[src/shared/sesg_pkg.sv]
// Shared constants and types of the standard event status group
package sesg_pkg;

  // ------------------------------------------------------------
  // Event register layout
  // ------------------------------------------------------------
  localparam int EVT_W = 16;
  localparam int BIT_OPC = 0;        // Operation complete
  localparam int BIT_REQ_CTRL = 1;   // Request control
  localparam int BIT_QRY_ERR = 2;    // Query error
  localparam int BIT_DEV_ERR = 3;    // Device dependent error
  localparam int BIT_EXE_ERR = 4;    // Execution error
  localparam int BIT_CMD_ERR = 5;    // Command error
  localparam int BIT_USER_REQ = 6;   // User request, never set
  localparam int BIT_PWR_ON = 7;     // Power on
  localparam int RSVD_LO = 8;        // First reserved bit
  localparam int RSVD_HI = 15;       // Last reserved bit

  // ------------------------------------------------------------
  // Reset values and limits
  // ------------------------------------------------------------
  localparam logic [15:0] EVT_RST = 16'h0080;  // Power on seen
  localparam logic [7:0] ESE_RST = 8'h00;
  localparam logic signed [15:0] ESE_MAX = 16'sh00FF;
  localparam logic signed [15:0] ERR_DATA_RANGE = -16'sd222;
  localparam logic signed [15:0] ERR_NONE = 16'sh0000;

  // ------------------------------------------------------------
  // Response characters
  // ------------------------------------------------------------
  localparam logic [7:0] ASCII_ZERO = 8'h30;
  localparam logic [7:0] ASCII_LF = 8'h0A;

  // ------------------------------------------------------------
  // Common commands decoded upstream
  // ------------------------------------------------------------
  typedef enum logic [2:0] {
    CMD_NONE = 3'h0,
    CMD_ESR_Q = 3'h1,
    CMD_CLS = 3'h2,
    CMD_ESE_W = 3'h3,
    CMD_ESE_Q = 3'h4,
    CMD_OPC = 3'h5
  } sesg_cmd_e;

  // Formatter states
  typedef enum logic [2:0] {
    FMT_IDLE = 3'b001,
    FMT_DIG = 3'b010,
    FMT_TERM = 3'b100
  } sesg_fmt_e;

endpackage

[src/logic/sesg_dec_fmt.sv]
// Byte to decimal ASCII text formatter for query responses
`timescale 1ns/1ps
module sesg_dec_fmt (
  input wire logic i_mclk,
  input wire logic i_reset,
  input wire logic i_start,
  input wire logic [7:0] i_value,
  input wire logic i_ready,
  output logic o_valid,
  output logic [7:0] o_char,
  output logic o_last,
  output logic o_busy
);
  import sesg_pkg::*;

  sesg_fmt_e state_q, state_d;
  logic [7:0] value_q, value_d;
  logic [1:0] pos_q, pos_d;
  logic [7:0] char_q, char_d;
  logic last_q, last_d;
  logic valid_q, valid_d;

  // Decimal digit of a byte at position 0, 1 or 2, as ASCII
  function automatic logic [7:0] dig(input logic [7:0] v,
                                     input logic [1:0] p);
    logic [7:0] d;
    d = 8'h00;
    if (p == 2'h2) begin
      d = v / 8'd100;
    end else if (p == 2'h1) begin
      d = (v / 8'd10) % 8'd10;
    end else begin
      d = v % 8'd10;
    end
    return ASCII_ZERO + d;
  endfunction

  // ------------------------------------------------------------
  // Next state: digits, most significant first, then a line feed
  // ------------------------------------------------------------
  always_comb begin
    state_d = state_q;
    value_d = value_q;
    pos_d = pos_q;
    char_d = char_q;
    last_d = last_q;
    case (state_q)
      FMT_IDLE: begin
        if (i_start) begin
          // Leading zeros are suppressed, zero itself prints one digit
          value_d = i_value;
          if (i_value >= 8'd100) begin
            pos_d = 2'h2;
          end else if (i_value >= 8'd10) begin
            pos_d = 2'h1;
          end else begin
            pos_d = 2'h0;
          end
          char_d = dig(i_value, pos_d);
          last_d = 1'b0;
          state_d = FMT_DIG;
        end
      end
      FMT_DIG: begin
        if (i_ready) begin
          if (pos_q == 2'h0) begin
            char_d = ASCII_LF;
            last_d = 1'b1;
            state_d = FMT_TERM;
          end else begin
            pos_d = pos_q - 2'h1;
            char_d = dig(value_q, pos_d);
          end
        end
      end
      FMT_TERM: begin
        if (i_ready) begin
          last_d = 1'b0;
          state_d = FMT_IDLE;
        end
      end
      default: begin
        state_d = FMT_IDLE;
      end
    endcase
    // Valid is registered so the top can pass it out straight from a flop
    valid_d = (state_d != FMT_IDLE);
  end

  // Registers only
  always_ff @(posedge i_mclk or posedge i_reset) begin
    if (i_reset) begin
      state_q <= FMT_IDLE;
      value_q <= 8'h00;
      pos_q <= 2'h0;
      char_q <= 8'h00;
      last_q <= 1'b0;
      valid_q <= 1'b0;
    end else begin
      state_q <= state_d;
      value_q <= value_d;
      pos_q <= pos_d;
      char_q <= char_d;
      last_q <= last_d;
      valid_q <= valid_d;
    end
  end

  assign o_valid = valid_q;
  assign o_busy = valid_q;
  assign o_char = char_q;
  assign o_last = last_q;

endmodule

[src/logic/sesg_top.sv]
// Standard event status register group with enable mask and summary
`timescale 1ns/1ps
module sesg_top (
  input wire logic i_mclk,
  input wire logic i_reset,
  input wire logic i_cmd_valid,
  input wire sesg_pkg::sesg_cmd_e i_cmd,
  input wire logic signed [15:0] i_cmd_arg,
  input wire logic i_cmd_err,
  input wire logic i_exe_err,
  input wire logic i_dev_err,
  input wire logic i_qry_err,
  input wire logic i_req_ctrl,
  input wire logic i_ops_idle,
  input wire logic i_resp_ready,
  output logic o_cmd_ready,
  output logic o_resp_valid,
  output logic [7:0] o_resp_char,
  output logic o_resp_last,
  output logic [15:0] o_event,
  output logic [7:0] o_ese_mask,
  output logic o_esb_summary,
  output logic o_range_err,
  output logic signed [15:0] o_err_code
);
  import sesg_pkg::*;

  // ------------------------------------------------------------
  // State
  // ------------------------------------------------------------
  logic [15:0] evt_q, evt_d;
  logic [7:0] ese_q, ese_d;
  logic opc_arm_q, opc_arm_d;
  logic ready_q, ready_d;
  logic sum_q, sum_d;
  logic rerr_q, rerr_d;
  logic signed [15:0] ecode_q, ecode_d;

  logic take, esr_rd, cls, ese_wr, ese_rd, opc_cmd;
  logic ese_bad, opc_fire, clr_evt;
  logic [15:0] set_v;
  logic fmt_start;
  logic [7:0] fmt_value;
  logic fmt_busy;

  // ------------------------------------------------------------
  // Command decode
  // ------------------------------------------------------------
  // Commands are taken only while the formatter is free, so a query
  // can never overwrite a response still being sent
  assign take = i_cmd_valid & ready_q;
  assign esr_rd = take & (i_cmd == CMD_ESR_Q);
  assign cls = take & (i_cmd == CMD_CLS);
  assign ese_wr = take & (i_cmd == CMD_ESE_W);
  assign ese_rd = take & (i_cmd == CMD_ESE_Q);
  assign opc_cmd = take & (i_cmd == CMD_OPC);
  assign ese_bad = (i_cmd_arg < 16'sh0000) | (i_cmd_arg > ESE_MAX);
  assign opc_fire = opc_arm_q & i_ops_idle;
  assign clr_evt = esr_rd | cls;

  // ------------------------------------------------------------
  // Event sources
  // ------------------------------------------------------------
  always_comb begin
    set_v = 16'h0000;
    set_v[BIT_OPC] = opc_fire;
    set_v[BIT_REQ_CTRL] = i_req_ctrl;
    set_v[BIT_QRY_ERR] = i_qry_err;
    set_v[BIT_DEV_ERR] = i_dev_err;
    set_v[BIT_EXE_ERR] = i_exe_err | (ese_wr & ese_bad);
    set_v[BIT_CMD_ERR] = i_cmd_err;
  end

  // ------------------------------------------------------------
  // Next values
  // ------------------------------------------------------------
  always_comb begin
    evt_d = (clr_evt ? 16'h0000 : evt_q) | set_v;
    evt_d[RSVD_HI:RSVD_LO] = 8'h00;
    evt_d[BIT_USER_REQ] = 1'b0;
    ese_d = ese_q;
    rerr_d = 1'b0;
    ecode_d = ecode_q;
    if (ese_wr) begin
      if (ese_bad) begin
        rerr_d = 1'b1;
        ecode_d = ERR_DATA_RANGE;
      end else begin
        ese_d = i_cmd_arg[7:0];
      end
    end
    // An armed request is cancelled by clear status
    opc_arm_d = opc_arm_q;
    if (opc_fire | cls) begin
      opc_arm_d = 1'b0;
    end
    if (opc_cmd) begin
      opc_arm_d = 1'b1;
    end
    // summary to status byte bit 5
    sum_d = |(evt_d[7:0] & ese_d);
    ready_d = ~fmt_busy & ~fmt_start;
  end

  // Registers only; power on bit comes up set with reset
  always_ff @(posedge i_mclk or posedge i_reset) begin
    if (i_reset) begin
      evt_q <= EVT_RST;
      ese_q <= ESE_RST;
      opc_arm_q <= 1'b0;
      ready_q <= 1'b0;
      sum_q <= 1'b0;
      rerr_q <= 1'b0;
      ecode_q <= ERR_NONE;
    end else begin
      evt_q <= evt_d;
      ese_q <= ese_d;
      opc_arm_q <= opc_arm_d;
      ready_q <= ready_d;
      sum_q <= sum_d;
      rerr_q <= rerr_d;
      ecode_q <= ecode_d;
    end
  end

  // ------------------------------------------------------------
  // Response path
  // ------------------------------------------------------------
  // value snapshot before the clear
  assign fmt_start = esr_rd | ese_rd;
  assign fmt_value = esr_rd ? evt_q[7:0] : ese_q;

  sesg_dec_fmt u_fmt (
    .i_mclk(i_mclk),
    .i_reset(i_reset),
    .i_start(fmt_start),
    .i_value(fmt_value),
    .i_ready(i_resp_ready),
    .o_valid(o_resp_valid),
    .o_char(o_resp_char),
    .o_last(o_resp_last),
    .o_busy(fmt_busy)
  );

  assign o_cmd_ready = ready_q;
  assign o_event = evt_q;
  assign o_ese_mask = ese_q;
  assign o_esb_summary = sum_q;
  assign o_range_err = rerr_q;
  assign o_err_code = ecode_q;
endmodule

[config.mk]
export PLATFORM = sky130hd
export DESIGN_NAME = sesg_top
export DESIGN_NICKNAME = d
export VERILOG_FILES = /design/src/shared/sesg_pkg.sv /design/src/logic/sesg_dec_fmt.sv /design/src/logic/sesg_top.sv
export SDC_FILE = /design/constraint.sdc
export NUM_CORES = 1
export LEC_CHECK = 0
export ABC_CLOCK_PERIOD_IN_PS = 5400
export BUFFER_PORTS_ARGS = -buffer_cell sky130_fd_sc_hd__buf_2
export CAP_MARGIN = 20
export CORE_MARGIN = 2
export CORE_UTILIZATION = 54
export CTS_BUF_LIST = sky130_fd_sc_hd__clkbuf_4 sky130_fd_sc_hd__clkbuf_8
export DETAILED_ROUTE_END_ITERATION = 10
export PLACE_DENSITY = 0.8
export SLEW_MARGIN = 15
export SYNTH_ARGS = -nofsm -noshare
export SYNTH_HDL_FRONTEND = slang
export SYNTH_SLANG_ARGS = --single-unit
[constraint.sdc]
create_clock -name i_mclk -period 5.4 [get_ports i_mclk]
set_clock_uncertainty 0.1 [all_clocks]
set_input_delay 0.81 -clock i_mclk [delete_from_list [all_inputs] [get_ports i_mclk]]
set_output_delay 0.81 -clock i_mclk [all_outputs]
set_load 0.03 [all_outputs]
==> results of run 1 <==
metrics by stage:
step,instances,utilization,total power [mW]
final,880,0.661,2.39
after global routing,880,0.661,2.57
after CTS,870,0.634,2.28
after detailed placement,862,0.623,2.06
after global placement,862,0.623,2.02
after floorplan,678,-,1.73
kinds of logic (layout without fill, tap and decap cells):
logic type / after synthesis / after routing / synth area share
flops: 43 / 43 / 0.209
other cells: 2 / 16 / 0.00145
mux: 28 / 28 / 0.0594
buf+inv: 89 / 162 / 0.0877
compound gates: 230 / 230 / 0.321
xor+xnor: 7 / 7 / 0.0119
simple gates: 238 / 238 / 0.245
fa+ha+maj: 27 / 27 / 0.0645
flip-flops by register name, indices dropped and copies added (netlist names):
register	flops
opc_arm_q	1
o_esb_summary	1
o_range_err	1
o_cmd_ready	1
u_fmt.o_last	1
u_fmt.o_busy	1
u_fmt.o_char	8
u_fmt.state_q	3
o_err_code	1
o_event	7
u_fmt.value_q	8
u_fmt.pos_q	2
o_ese_mask	8
repair_timing:
action / 4_1_cts / 5_1_grt
pin swaps: 0 / 11
endpoints found under the setup margin: 1 / 6
gates resized for setup: 3 / 38
hold buffers: 0 / 0
cloned: 0 / 0
setup buffers: 0 / 10
final cells by class:
type                            instances  area [um^2]  area share
Inverter                               30          113      0.0184
Multi-Input combinational cell        546         3900       0.638
Sequential cell                        43         1080       0.177
Clock inverter                          1         5.00    0.000819
Timing Repair Buffer                  124          766       0.125
Tap cell                              129          161      0.0264
Clock buffer                            7         83.8      0.0137
power by group:
part	switching (mW)	internal (mW)
clock network	0.122	0.101
registers	0.0501	0.369
logic	1.05	0.690
total	1.23	1.16
worst max-delay path by stage:
| stage | start | endpoint | slack, ns | cells after the start |
|---|---|---|---|---|
| floorplan | i_cmd[0] | u_fmt.o_char[5] | 0.0006 | 25 |
| global placement | i_cmd[2] | u_fmt.o_char[5] | 0.09 | 26 |
| detailed placement | i_cmd[2] | u_fmt.o_char[5] | -0.16 | 26 |
| CTS | o_ese_mask[7] | u_fmt.o_char[5] | 0.02 | 25 |
| global route | o_ese_mask[7] | u_fmt.o_char[5] | -0.06 | 23 |
| finish | o_ese_mask[7] | u_fmt.o_char[5] | 0.11 | 23 |
cells in the final DEF, fill, tap and decap left out, types with 16 or more instances in the layout:
cell type	netlist	routed
conb_1	2	16
dfrtp_1	41	38
a21oi_1	36	35
nand2b_1	17	17
nand3_1	19	18
ha_1	25	20
inv_1	26	24
nor3_1	17	17
nor2_1	73	71
o21ai_0	31	28
buf_4	26	58
buf_2	11	66
nand2_1	42	42
metal layers:
layer  GRT usage  vias up  wire length [um]
met5           0        -                 0
met4      0.0811        0               408
met3      0.0359       53              1200
met2       0.498      313              7550
met1       0.394     2697              6450
li1            -     2617                 -
==> out/results.txt, run 1 <==
vias per cell: 6.45
total vias in the final route: 5680
CP Capture Type: flip-flop
GR Overflow Total: 0
Top FF cell, synth: dfrtp_1
worst r2r src: o_ese_mask[7]
fillers: 763
Synth async-reset ratio: 1.00
Final TNS setup: 0 ns
pin count of the biggest net entering global routing: 44
cell with the most instances after synthesis: nor2_1
ANT nets after route: 0
CTS buffer count: 5
number of global-route vias before repair: 5290
DRT iter0 DRCs: 372
Max VDD drop: 315 uV
initial antenna violation count: 0
DRC: 0
cell class contributing the biggest share of worst-path delay: simple AND/OR/NAND/NOR gates
Place WS: -0.159 ns
Cell Pwr Density: 391 mW/mm^2
H-tree depth: 2
ratio of cells with drive above 1 in the final layout: 0.289
CTS tree: done
area of the core: 0.00924 mm^2
Die Height: 102 um
Slew HR: 0.375
IO Port Bufs: 66
# IOs: 82
Final Hold Viols: 0
Commonest cells post-synth: nor2_1, nand2_1, dfrtp_1
RePlAce Congestion: 0.990
RR Endpoint: u_fmt.o_char[5]
maximum fanout along the worst path: 6
Yosys top cell area share: 0.199
WP data required: 5.50 ns
Hold Path Depth: 1
Max stage delay on crit path: 0.55 ns
period utilization: 0.980
post-synthesis area per instance: 7.78 um^2
post-synth cell types: 94
worst path cell trace: or4_4 > o211a_4 > mux2_4 > nor2_4 > ha_4 > nand2_1 > a211o_1 > and3_1 > nor2_2 > a221oi_2 > nor2_1 > o22ai_2 > ha_2 > o2111a_2 > nor3_4 > mux2i_4 > a21o_1 > o2111ai_2 > o21ai_1 > nand2_1 > ha_1 > o221ai_1 > o21a_1
Mapped Cells: 664
final setup violation count: 0
Worst-Margin Slew: 0.938 ns
Initial Utilization: 0.559
Rows: 35
hold endpoint: o_cmd_ready
worst hold path class: reg -> reg
Clock transition at path regs: 0.09 ns
drt pass-1 iters: 5
clock sinks: 43
Fin Hold WS: 0.363 ns
Inserted Diodes: 0
Max Fclk: 189 MHz
placed cell area: 0.00576 mm^2
Mapped Area: 0.00516 mm^2
HP Start: u_fmt.o_busy
status: complete, no violations
Pleak: 2.63 nW
drt total wl: 15600 um
post-route setup slack: 0.110 ns
Worst EP arrival: 5.39 ns
routed length per instance: 17.7 um
Synth area leader: dfrtp_1
worst setup path category: reg -> reg
Root Buffer Master: clkbuf_8
full die area: 0.0104 mm^2
Nets: 804
Crit path buffers/inverters: 0
CP Launch Type: flip-flop
DP HPWL: 11400 um
post-route cell area: 0.00611 mm^2
sequential-to-total area share from yosys stat: 0.209
Crit path top cell by count: nand2_1
Synth Warn #: 0
Slew Viols, Final: 0
Synth area leaders: dfrtp_1, ha_1, nor2_1, buf_4, a21oi_1
gr usage total: 0.294
clk buf depth: 2
clock insertion delay at the later pin of the skew report: 0.31 ns
Worst path slowest cell: or4_4
R2R depth: 23
area grow syn2layout: 18.3%
Yosys reg bits: 43
max cap viols: 0
die width: 102 um
first-pass GRT wire length: 24900 um
Final min period: 5.29 ns
worst reg2reg setup slack: 0.11 ns
Post-synth EDFFs: 0
Power figures use the tool's default switching activity.
==> run 2: changes to the inputs <==
- CORE_UTILIZATION: 54 -> 45
- PLACE_DENSITY: 0.8 -> 0.68
- TNS_END_PERCENT: unset -> 20
==> out/results.txt, run 2 (synthesis results as in run 1) <==
status: complete, no violations
DRT iter0 DRCs: 417
die width: 111 um
Int Power: 1.24 mW
Nets: 814
Logic pwr share: 0.703
cell class contributing the biggest share of worst-path delay: simple AND/OR/NAND/NOR gates
DRC: 0
Worst path slowest cell: or4_4
CTS buffer count: 5
Worst-Margin Slew: 0.810 ns
footprint of the multi-input gates: 0.00387 mm^2
Slew Viols, Final: 0
Fin Hold WS: 0.340 ns
Max stage delay on crit path: 0.54 ns
clock sinks: 43
clock share of power: 0.127
post-route cell area: 0.00622 mm^2
first-pass GRT wire length: 24900 um
ratio of cells with drive above 1 in the final layout: 0.288
number of global-route vias before repair: 5294
max cap viols: 0
Post-Route Utilization: 0.550
Placed Cells: 881
worst hold path class: reg -> reg
GR Overflow Total: 0
Non-Filler Instances: 904
Seq pwr share: 0.170
Inserted Diodes: 0
drt pass-1 iters: 7
vias per cell: 6.07
Die Height: 111 um
Power Total: 2.46 mW
Final min period: 5.22 ns
Initial Utilization: 0.456
WP data required: 5.54 ns
DP HPWL: 11500 um
placed cell area: 0.00581 mm^2
clk buf depth: 2
maximum fanout along the worst path: 5
# IOs: 82
drt total wl: 15300 um
full die area: 0.0123 mm^2
Pleak: 2.69 nW
Final Hold Viols: 0
IO Port Bufs: 66
fillers: 1055
worst setup path category: reg -> reg
Rows: 39
P_sw: 1.22 mW
H-tree depth: 2
ANT nets after route: 0
RePlAce Congestion: 0.955
pin count of the biggest net entering global routing: 44
switching portion of total power: 0.495
initial antenna violation count: 0
Cell Pwr Density: 396 mW/mm^2
register area: 0.00108 mm^2
clock insertion delay at the later pin of the skew report: 0.30 ns
area of the core: 0.0113 mm^2
Max VDD drop: 337 uV
period utilization: 0.966
final setup violation count: 0
total vias in the final route: 5490
most frequent cells in the layout: nor2_1, buf_4, buf_2
CP Launch Type: flip-flop
gr usage total: 0.237
Max Fclk: 192 MHz
CTS tree: done
Crit path buffers/inverters: 1
Worst EP arrival: 5.36 ns
area grow syn2layout: 20.5%
Slew HR: 0.460
CP Capture Type: flip-flop
routed length per instance: 16.9 um
Root Buffer Master: clkbuf_8
most common cell after layout, fill and taps aside: nor2_1
Clock transition at path regs: 0.09 ns
[run 2: final timing paths]
check	start	end	slack, ns	cells past startpoint
worst min register to register	u_fmt.o_busy	o_cmd_ready	0.34	1
min in group asynchronous	i_reset	opc_arm_q	0.53	3
worst max register to register	o_ese_mask[7]	u_fmt.o_char[5]	0.18	25
max in group asynchronous	i_reset	o_ese_mask[5]	4.28	3
worst min-delay path	u_fmt.o_busy	o_cmd_ready	0.34	1
worst max-delay path	o_ese_mask[7]	u_fmt.o_char[5]	0.18	25
[run 2: stage by stage]
stage	worst slack, ns	setup TNS, ns
after global placement	0.0676	0
after floorplan	0.000596	0
final	0.182	0
after CTS	0.0505	0
after global routing	-0.0496	-0.0496
after detailed placement	-0.0917	-0.0917
[run 2: cell type report]
class	count	area share
multi-input cells	546	0.622
flip-flops and latches	43	0.174
repair buffers	134	0.135
well taps	143	0.0288
inverters	30	0.0181
clock buffers	6	0.0123
clock inverters	2	0.00965
[run 2: what timing repair did]
action / CTS / global route
endpoints found under the setup margin: 0 / 6
buffers inserted: 0 / 15
gates resized for setup: 0 / 35
hold buffers: 0 / 0
[run 2: power by group through the flow]
| stage | Clock [mW] | Sequential (mW) | Combinational (mW) |
|---|---|---|---|
| global route | 0.328 | 0.424 | 1.93 |
| CTS | 0.316 | 0.416 | 1.66 |
| global placement | 0 | 0.420 | 1.61 |
| floorplan | 0 | 0.466 | 1.27 |
| detailed placement | 0 | 0.423 | 1.65 |
| finish | 0.312 | 0.419 | 1.73 |
[run 2: metal layers]
metal | wire length, um | share of wire | global-route usage | up-vias
met5 | 0 | 0 | 0 | -
met2 | 7470 | 0.49 | 0.419 | 212
met4 | 420 | 0.028 | 0.0831 | 0
li1 | - | - | - | 2644
met1 | 6540 | 0.43 | 0.296 | 2592
met3 | 823 | 0.054 | 0.0344 | 42
